### src/verilog/ssf_defs.svh
// ssf_defs.svh: offsets, field positions, reset values and sizes
// assumes: included by bare name from the status block and bench
`ifndef SSF_DEFS_SVH
`define SSF_DEFS_SVH
// ----------------------------------------
// register offsets (byte addresses)
// ----------------------------------------
`define SSF_OFF_STAT   12'h000
`define SSF_OFF_CTRL   12'h004
`define SSF_OFF_IRQST  12'h008
`define SSF_OFF_IRQMSK 12'h00C
// ----------------------------------------
// status word field positions
// ----------------------------------------
`define SSF_BIT_FERR   12
`define SSF_BIT_TUR    8
`define SSF_BIT_ROV    6
// ----------------------------------------
// control word field positions
// ----------------------------------------
`define SSF_BIT_ON     0
`define SSF_BIT_ENH    1
`define SSF_BIT_FRM    2
// ----------------------------------------
// interrupt word field positions
// ----------------------------------------
`define SSF_IRQ_ROV    0
`define SSF_IRQ_TUR    1
`define SSF_IRQ_FERR   2
`define SSF_IRQ_W      3
// ----------------------------------------
// sizes and reset values
// ----------------------------------------
`define SSF_DEPTH      5'h10
`define SSF_DEPTH1     5'h01
`define SSF_CTRL_RST   3'h0
`define SSF_MASK_RST   3'h0
`endif

### src/verilog/ssf_pkg.sv
// ssf_pkg: types shared by the status block and its bench
// assumes: field layout matches ssf_defs.svh
package ssf_pkg;
   // ----------------------------------------
   // status word, bit 31 first
   // ----------------------------------------
   typedef struct packed {
      logic [2:0] rsv31;            // reads zero
      logic [4:0] rx_element_count; // 28:24
      logic [2:0] rsv23;            // reads zero
      logic [4:0] tx_element_count; // 20:16
      logic [2:0] rsv15;            // reads zero
      logic       frame_error_flag; // 12
      logic       activity_flag;    // 11
      logic [1:0] rsv10;            // reads zero
      logic       tx_underrun_flag; // 8
      logic       shifter_empty_flag;   // 7
      logic       rx_overflow_flag;     // 6
      logic       rx_fifo_empty_flag;   // 5
      logic       rsv4;                 // reads zero
      logic       tx_buffer_empty_flag; // 3
      logic       rsv2;                 // reads zero
      logic       tx_buffer_full_flag;  // 1
      logic       rx_buffer_full_flag;  // 0
   } ssf_stat_t;
   // ----------------------------------------
   // same-clock events from the shifter and from software
   // ----------------------------------------
   typedef struct packed {
      logic rx_word;  // shifter finished a word
      logic rx_read;  // software read the data buffer
      logic tx_write; // software wrote the data buffer
      logic tx_load;  // shifter wants the next word
   } ssf_ev_t;
endpackage

### src/verilog/ssf_status.sv
// ssf_status: status flags, counts, apb slave and irq of a serial port
// assumes: events arrive on clk_i; sck and frame pins are asynchronous
`timescale 1ns/1ps
`include "ssf_defs.svh"

// Functional notes
// - rx element count at bits 28:24
// - tx element count at bits 20:16
// - frame error flag bit 12, framed
// - activity flag bit 11 while busy
// - tx underrun bit 8, framed mode
// - underrun clears by off/on or zero-write
// - shifter empty flag at bit 7
// - rx overflow bit 6 on discarded word
// - overflow clears by off/on or zero-write
// - rx empty when pointers equal
// - unused status bits read zero
module ssf_status (
   input  wire logic           clk_i,    // 125 MHz module clock
   input  wire logic           rstn_i,   // async reset, active low
   input  wire logic           psel_i,   // apb select
   input  wire logic           penable_i,// apb access phase
   input  wire logic           pwrite_i, // apb direction
   input  wire logic [11:0]    paddr_i,  // apb byte address
   input  wire logic [31:0]    pwdata_i, // apb write data
   output logic      [31:0]    prdata_o, // apb read data
   output logic                pready_o, // apb ready
   output logic                pslverr_o,// apb error, unmapped
   input  wire ssf_pkg::ssf_ev_t ev_i,   // shifter/buffer events
   input  wire logic           sck_i,    // serial clock pin
   input  wire logic           fsync_i,  // frame sync pin
   output logic                irq_o     // level interrupt
);
   // ----------------------------------------
   // declarations
   // ----------------------------------------
   logic [2:0] ctrl_q;        // on, enhanced, framed
   logic [2:0] msk_q;         // interrupt mask
   logic [2:0] ist_q;         // sticky interrupt status
   logic [4:0] rwp_q;         // fifo_write_pointer, rx
   logic [4:0] rrp_q;         // fifo_read_pointer, rx
   logic [4:0] twp_q;         // tx write pointer
   logic [4:0] trp_q;         // tx read pointer
   logic       ferr_q;        // frame error flag
   logic       tur_q;         // tx underrun flag
   logic       rov_q;         // rx overflow flag
   logic       shf_q;         // shifter holds a word
   logic [4:0] bit_cnt_q;     // sck rising edges in this word
   logic [1:0] s1_q;          // pin sync stage one
   logic [1:0] s2_q;          // pin sync stage two
   logic [1:0] s3_q;          // delayed for edges
   logic       on;            // module enabled
   logic       enh;           // enhanced buffer mode
   logic       frm;           // framed mode
   logic [4:0] depth;         // buffer depth in this mode
   logic [4:0] rcnt;          // rx occupancy
   logic [4:0] tcnt;          // tx occupancy
   logic       rfull;         // rx buffer full
   logic       tfull;         // tx buffer full
   logic       rpush;         // rx word accepted
   logic       rpop;          // rx word read
   logic       tpush;         // tx word accepted
   logic       tpop;          // tx word taken
   logic       ov_ev;         // overflow event
   logic       ur_ev;         // underrun event
   logic       fe_ev;         // frame error event
   logic       sck_rise;      // serial clock rising edge
   logic       fs_rise;       // frame sync rising edge
   logic       acc;           // apb access this cycle
   logic       wr;            // apb write takes effect
   logic       wr_stat;       // status word written
   logic [31:0] rd_data;      // selected read word
   logic       rd_err;        // unmapped address
   ssf_pkg::ssf_stat_t stat;  // assembled status word

   // ----------------------------------------
   // mode and occupancy decode
   // ----------------------------------------
   assign on    = ctrl_q[`SSF_BIT_ON];
   assign enh   = ctrl_q[`SSF_BIT_ENH];
   assign frm   = ctrl_q[`SSF_BIT_FRM];
   assign depth = enh ? `SSF_DEPTH : `SSF_DEPTH1;
   assign rcnt  = rwp_q - rrp_q;
   assign tcnt  = twp_q - trp_q;
   assign rfull = (rcnt == depth);
   assign tfull = (tcnt == depth);
   // discard the new word when the buffer is full
   assign rpush = on & ev_i.rx_word & ~rfull;
   assign rpop  = on & ev_i.rx_read & (rrp_q != rwp_q);
   assign tpush = on & ev_i.tx_write & ~tfull;
   assign tpop  = on & ev_i.tx_load & (trp_q != twp_q);
   assign ov_ev = on & ev_i.rx_word & rfull;
   assign ur_ev = on & frm & ev_i.tx_load & (trp_q == twp_q);
   assign fe_ev = on & frm & fs_rise & (bit_cnt_q != 5'h00);
   assign sck_rise = s2_q[0] & ~s3_q[0];
   assign fs_rise  = s2_q[1] & ~s3_q[1];

   // ----------------------------------------
   // apb decode
   // ----------------------------------------
   assign acc     = psel_i & penable_i & ~pready_o;
   assign wr      = psel_i & penable_i & pready_o & pwrite_i & ~pslverr_o;
   assign wr_stat = wr & (paddr_i == `SSF_OFF_STAT);

   // ----------------------------------------
   // status word assembly
   // ----------------------------------------
   always_comb begin
      stat = '0;
      stat.rx_element_count = rcnt;
      stat.tx_element_count = tcnt;
      stat.frame_error_flag = ferr_q;
      stat.activity_flag = shf_q | (bit_cnt_q != 5'h00);
      stat.tx_underrun_flag = tur_q;
      stat.shifter_empty_flag = ~shf_q;
      stat.rx_overflow_flag = rov_q;
      stat.rx_fifo_empty_flag = (rrp_q == rwp_q);
      stat.tx_buffer_empty_flag = (trp_q == twp_q);
      stat.tx_buffer_full_flag  = tfull;
      stat.rx_buffer_full_flag  = rfull;
   end

   // read mux; reserved fields stay zero
   always_comb begin
      rd_data = 32'h0000_0000;
      rd_err  = 1'b0;
      unique case (paddr_i)
         `SSF_OFF_STAT:   rd_data = stat;
         `SSF_OFF_CTRL:   rd_data = {29'h0, ctrl_q};
         `SSF_OFF_IRQST:  rd_data = {29'h0, ist_q};
         `SSF_OFF_IRQMSK: rd_data = {29'h0, msk_q};
         default:         rd_err  = 1'b1;
      endcase
   end

   // ----------------------------------------
   // apb answer, one wait cycle
   // ----------------------------------------
   always_ff @(posedge clk_i or negedge rstn_i) begin
      if (!rstn_i) begin
         pready_o  <= 1'b0;
         pslverr_o <= 1'b0;
         prdata_o  <= 32'h0000_0000;
      end else begin
         pready_o  <= acc;
         pslverr_o <= acc & rd_err;
         // read data latched with ready
         if (acc && !pwrite_i) begin
            prdata_o <= rd_data;
         end
      end
   end

   // ----------------------------------------
   // control and mask registers
   // ----------------------------------------
   always_ff @(posedge clk_i or negedge rstn_i) begin
      if (!rstn_i) begin
         ctrl_q <= `SSF_CTRL_RST;
         msk_q  <= `SSF_MASK_RST;
      end else if (wr) begin
         if (paddr_i == `SSF_OFF_CTRL) begin
            ctrl_q <= pwdata_i[2:0];
         end
         if (paddr_i == `SSF_OFF_IRQMSK) begin
            msk_q <= pwdata_i[2:0];
         end
      end
   end

   // ----------------------------------------
   // link pin synchronisers
   // ----------------------------------------
   always_ff @(posedge clk_i or negedge rstn_i) begin
      if (!rstn_i) begin
         s1_q <= 2'h0;
         s2_q <= 2'h0;
         s3_q <= 2'h0;
      end else begin
         s1_q <= {fsync_i, sck_i};
         s2_q <= s1_q;
         s3_q <= s2_q;
      end
   end

   // ----------------------------------------
   // bit counter and shifter occupancy
   // ----------------------------------------
   always_ff @(posedge clk_i or negedge rstn_i) begin
      if (!rstn_i) begin
         bit_cnt_q <= 5'h00;
         shf_q     <= 1'b0;
      end else if (!on) begin
         bit_cnt_q <= 5'h00;
         shf_q     <= 1'b0;
      end else begin
         // word end restarts the count
         if (ev_i.rx_word) begin
            bit_cnt_q <= 5'h00;
         end else if (sck_rise) begin
            bit_cnt_q <= bit_cnt_q + 5'h01;
         end
         if (tpop) begin
            shf_q <= 1'b1;
         end else if (ev_i.rx_word) begin
            shf_q <= 1'b0;
         end
      end
   end

   // ----------------------------------------
   // buffer pointers
   // ----------------------------------------
   // reset and off clear pointers
   always_ff @(posedge clk_i or negedge rstn_i) begin
      if (!rstn_i) begin
         rwp_q <= 5'h00;
         rrp_q <= 5'h00;
         twp_q <= 5'h00;
         trp_q <= 5'h00;
      end else if (!on) begin
         rwp_q <= 5'h00;
         rrp_q <= 5'h00;
         twp_q <= 5'h00;
         trp_q <= 5'h00;
      end else begin
         rwp_q <= rwp_q + {4'h0, rpush};
         rrp_q <= rrp_q + {4'h0, rpop};
         twp_q <= twp_q + {4'h0, tpush};
         trp_q <= trp_q + {4'h0, tpop};
      end
   end

   // ----------------------------------------
   // sticky error flags, set wins over clear
   // ----------------------------------------
   always_ff @(posedge clk_i or negedge rstn_i) begin
      if (!rstn_i) begin
         ferr_q <= 1'b0;
         tur_q  <= 1'b0;
         rov_q  <= 1'b0;
      end else if (!on) begin
         ferr_q <= 1'b0;
         tur_q  <= 1'b0;
         rov_q  <= 1'b0;
      end else begin
         ferr_q <= fe_ev | (ferr_q & ~(wr_stat & ~pwdata_i[`SSF_BIT_FERR]));
         tur_q  <= ur_ev | (tur_q & ~(wr_stat & ~pwdata_i[`SSF_BIT_TUR]));
         rov_q  <= ov_ev | (rov_q & ~(wr_stat & ~pwdata_i[`SSF_BIT_ROV]));
      end
   end

   // ----------------------------------------
   // interrupt status, mask and output
   // ----------------------------------------
   always_ff @(posedge clk_i or negedge rstn_i) begin
      if (!rstn_i) begin
         ist_q <= 3'h0;
      end else begin
         // event sets, write one clears
         ist_q[`SSF_IRQ_ROV]  <= ov_ev |
            (ist_q[`SSF_IRQ_ROV] & ~(wr & (paddr_i == `SSF_OFF_IRQST) & pwdata_i[`SSF_IRQ_ROV]));
         ist_q[`SSF_IRQ_TUR]  <= ur_ev |
            (ist_q[`SSF_IRQ_TUR] & ~(wr & (paddr_i == `SSF_OFF_IRQST) & pwdata_i[`SSF_IRQ_TUR]));
         ist_q[`SSF_IRQ_FERR] <= fe_ev |
            (ist_q[`SSF_IRQ_FERR] & ~(wr & (paddr_i == `SSF_OFF_IRQST) & pwdata_i[`SSF_IRQ_FERR]));
      end
   end

   // level irq from unmasked sticky bits
   always_ff @(posedge clk_i or negedge rstn_i) begin
      if (!rstn_i) begin
         irq_o <= 1'b0;
      end else begin
         irq_o <= |(ist_q & msk_q);
      end
   end
endmodule
### config.mk
export PLATFORM = sky130hd
export DESIGN_NAME = ssf_status
export DESIGN_NICKNAME = d
export VERILOG_FILES = /design/src/verilog/ssf_pkg.sv /design/src/verilog/ssf_status.sv
export VERILOG_INCLUDE_DIRS = /design/src /design/src/verilog
export SDC_FILE = /design/constraint.sdc
export NUM_CORES = 1
export LEC_CHECK = 0
export BUFFER_PORTS_ARGS = -buffer_cell sky130_fd_sc_hd__buf_2
export CAP_MARGIN = 30
export CORE_ASPECT_RATIO = 1.75
export CORE_UTILIZATION = 53
export DETAILED_ROUTE_END_ITERATION = 7
export PLACE_DENSITY = 0.8
export SYNTH_ARGS = -nofsm -noshare
export SYNTH_HDL_FRONTEND = slang
export SYNTH_SLANG_ARGS = --single-unit
### constraint.sdc
create_clock -name clk_i -period 3.3 [get_ports clk_i]
set_input_delay 0.33 -clock clk_i [delete_from_list [all_inputs] [get_ports clk_i]]
set_output_delay 0.33 -clock clk_i [all_outputs]
set_load 0.01 [all_outputs]
# == Yosys cells after proc, flatten, opt, wreduce, memory -nomap -nowiden ==
# Index checks and enable logic that the tools add are counted.
# op_classes
n_addsub,7
bitwise_logic,60
n_mux,16
reduce_logical,8
n_eq_ne,11
# ops
operator,count
case mux 29 bit (4 select lines),1
two-way mux 5 bit,8
bitwise AND 1 bit,36
"equality test 12 x 4 -> 1 bit, second input constant",2
adder 5 x 1 -> 5 bit,4
equality test 5 bit,4
NOT 1 bit,16
"equality test 12 x 3 -> 1 bit, second input constant",1
logical NOT 12 bit,1
!= test 5 bit,2
subtractor 5 bit,2
two-way mux 1 bit,7
OR 1 bit,7
"!= test 3 x 2 -> 1 bit, second input constant",2
"adder 5 x 1 -> 5 bit, second input constant",1
nonzero test 5 bit,1
AND reduction 2 bit,2
OR reduction 4 bit,1
bitwise AND 3 bit,1
OR reduction 3 bit,1
logical AND 1 bit,1
logical NOT 1 bit,1
# word_totals
word_cells,121
register_bits,79
output_inout_bits,35
input_bits,55

# == Logic depth before layout (Yosys ltp) ==
# logic_depth
depth_word,10
ltp_mapped,14
mapped_depth_nobuf,14

# == Least setup slack after synthesis ==
# OpenSTA, ideal clock, no wires.
# synth_path
path_kind,register to register
startpoint,register rwp_q[0]
endpoint,register rwp_q[4]
path_buffers,0
setup_time_ps,119
required_time_ps,3181
setup_slack_ps,616
synth_period_minus_slack_ps,2684
arrival_time_ps,2565
path_stages_with_launch,15
path_cell_list,dfrtp_1 > inv_1 > ha_1 > inv_1 > fa_1 > a21o_1 > a21oi_1 > xor3_1 > and3_1 > nor2b_1 > ha_1 > ha_1 > nand3_1 > xnor2_1 > and2_1
# synth_via
elab_chain_cells,6
# synth_rtl
item,line,source
start: declaration,ssf_status.sv:40,logic [4:0] rwp_q;
start signal: assignment,ssf_status.sv:227,"rwp_q <= rwp_q + {4'h0, rpush};"
subtractor 5 bit,ssf_status.sv:83,assign rcnt = rwp_q - rrp_q;
equality test 5 bit,ssf_status.sv:85,assign rfull = (rcnt == depth);
NOT 1 bit,ssf_status.sv:88,assign rpush = on & ev_i.rx_word & ~rfull;
bitwise AND 1 bit,ssf_status.sv:88,
adder 5 x 1 -> 5 bit (*),ssf_status.sv:227,
two-way mux 5 bit (*),ssf_status.sv:221,end else if (!on) begin
# Every way passes the cells marked *; elsewhere a longest branch is shown, timed or not.
# A chain may end at the register's enable or synchronous reset.

# == Worst setup path after layout ==
# Same ends and word-level chain as after synthesis.

==> qor.txt <==
post-synthesis sequential area ratio = 50.1%
Hold Path Class = input port to asynchronous set/reset pin
Syn Inst Count = 303
Total Nets Final = 431
fmax = 319 MHz
Post-CTS Setup Repair Bufs = 0
Slowest Stage Delay on Critical Path = 0.41 ns
reg2reg path depth = 14
Tot Pwr = 1.66 mW
num ports = 90
aggregate global routing overflow = 0
gr usage total = 23.2%
overall die area = 0.00665 mm2
Crit Path Category = flop to flop
antenna violations before repair = 0
dpl hpwl = 4790 um
Post-Route WL = 6740 um
final hold vios = 0
#FFs+latches synth = 67
DR iter-0 viols = 226
CP required = 3.53 ns
CTS tree = done
final core occ = 62.9%
status = completed
setup TNS = 0 ns
FF-to-FF Start = rwp_q[0]$_DFF_PN0_
port bufs = 51
Worst-Skew Late Latency = 0.34 ns
Bufs on Longest Clock Path = 2
critical path launch point = rwp_q[0]$_DFF_PN0_
CP startpoint kind = flop
CP endpoint kind = flop
post-synth top area cell = dfrtp_1
fin crit period = 3.13 ns
number of synthesized flops with an enable pin = 0
Tightest Pin Transition = 0.917 ns
CP bufs+invs = 2
reg-to-reg endpoint = rwp_q[4]$_DFF_PN0_
area share of the largest cell type after synthesis = 50.1%
Post-CTS Resized = 0
vias in the first global route = 2501
Mapped Area = 0.00335 mm2
Reg clk slew, reported paths = 0.08 ns
synth cell count leaders = 67 x dfrtp_1, 22 x and2_1, 18 x ha_1, 18 x nand2_1
Tcrit/Tclk final = 95.0%
H-tree depth = 3
fin. max-slew vios = 0
Vias = 2404
Clock Skew = 0.0143 ns
CP max-delay cell = fa_1
Area Growth Syn to Fin = 15.2%
CP arrival = 3.36 ns
syn_area_per_cell = 11.1 um2
YS warnings = 0
RSZ-0062 raised after global routing = false
Filler cells = 473
FFs w/ async S/R, synth = 100%
DR vias/cell = 5.45
most used standard cell by instance count after synthesis = dfrtp_1
drt first pass iters = 4
total CTS buffers = 9
Final setup viols = 0
Leak Pwr = 1.96 nW
hold buffers post-CTS = 0
Netlist cell types = 43
max_slew headroom = 38.9%
most used cell, CP = ha_1
Site Rows = 38
TritonCTS Sinks = 67
Die W = 62.1 um
Max Cap Viol = 0
share of cells above drive strength 1 = 22.7%
Initial Utilization = 54.6%
Most used DFF post-synth = dfrtp_1
FF-to-FF setup slack = 0.17 ns
CP max FO = 3
average wire per standard cell = 15.3 um
Die Ht = 107 um
critical-path cell list = inv_1 > ha_1 > inv_1 > fa_1 > a21o_1 > a21oi_1 > xor3_1 > and3_1 > nor2b_1 > ha_1 > ha_1 > nand3_1 > xnor2_1 > and2_1
core area = 0.00613 mm2
pwr dens = 430 mW/mm2
clock root cell = clkbuf_8
antenna viol nets, final = 0
kind of cell adding the most delay to the critical path = adder cells
n_diodes = 0
# DRC = 0
top cells by area, synth = dfrtp_1 50%, ha_1 6.7%, xnor2_1 4.2%
RD Place Congestion = 0.791
pin count of the biggest net entering global routing = 42
VDD IR max = 0.000319 V
first-pass GRT wire length = 11100 um
-- where the power goes --
group | switching [mW] | internal [mW] | leakage [nW] | total (mW)
Combinational | 0.0436 | 0.0194 | 0.933 | 0.0631
Clock | 0.303 | 0.466 | 0.113 | 0.769
Sequential | 0.00252 | 0.826 | 0.910 | 0.828
-- state kept, by name (all words and copies together) (netlist names), 3 cells and up --
signal     flops
bit_cnt_q      5
ctrl_q         3
ist_q          3
msk_q          3
prdata_o      20
rrp_q          5
rwp_q          5
trp_q          5
twp_q          5
-- cell type report --
cell class | count | area, um2 | area share, %
multi-input cells | 209 | 1530 | 39.5
inverters | 16 | 60.1 | 1.56
clock inverters | 4 | 72.6 | 1.88
flip-flops and latches | 67 | 1680 | 43.4
clock buffers | 12 | 155 | 4.02
well taps | 80 | 100 | 2.59
repair buffers | 53 | 270 | 7.00
-- through the flow --
step	setup slack (ns)	cell area (um2)	std cells	hold slack [ns]
detailed placement	0.328	3630	425	0.336
global route	0.0137	3860	441	0.0748
CTS	0.192	3860	441	0.0780
floorplan	0.616	3390	314	0.0344
global placement	0.374	3630	425	0.333
finish	0.166	3860	441	0.0955
-- how the worst max path moves through the flow --
stage / end / slack, ns / cells past startpoint
3_5_place_dp: rwp_q[4]$_DFF_PN0_ / 0.33 / 14
6_report: rwp_q[4]$_DFF_PN0_ / 0.17 / 14
4_1_cts: rwp_q[4]$_DFF_PN0_ / 0.19 / 14
3_3_place_gp: rwp_q[4]$_DFF_PN0_ / 0.37 / 14
2_1_floorplan: rwp_q[4]$_DFF_PN0_ / 0.62 / 14
5_1_grt: rwp_q[4]$_DFF_PN0_ / 0.01 / 14
-- logic make-up after synthesis --
family | share of synthesized area [%]
buf+inv | 5.64
mux | 3.03
flops | 50.1
compound gates | 10.1
simple gates | 15.4
other cells | 0.112
fa+ha+maj | 7.92
xor+xnor | 7.77
-- cells in the final DEF, fill, tap and decap left out, types with 3 or more instances in the layout --
cell / count
nand3_1: 11
dfrtp_1: 67
nand2_1: 18
o21ai_0: 7
nand4_1: 6
ha_1: 18
nor2_1: 15
xnor2_1: 16
clkbuf_8: 11
conb_1: 12
a21oi_1: 9
xor2_1: 11
nor2b_1: 4
buf_2: 51
mux2_2: 9
nor3_1: 3
o31ai_1: 3
a21o_1: 3
nand3b_1: 3
and2_1: 22
a22o_1: 11
inv_1: 16
nor4_1: 3
-- per-layer routing --
layer	track usage [%]	wire, um	vias up
li1	-	-	1131
met1	26.2	2720	1163
met2	36.9	3480	86
met3	6.39	307	24
met4	14.8	232	0
met5	0	0	-
Power figures use the tool's default switching activity.
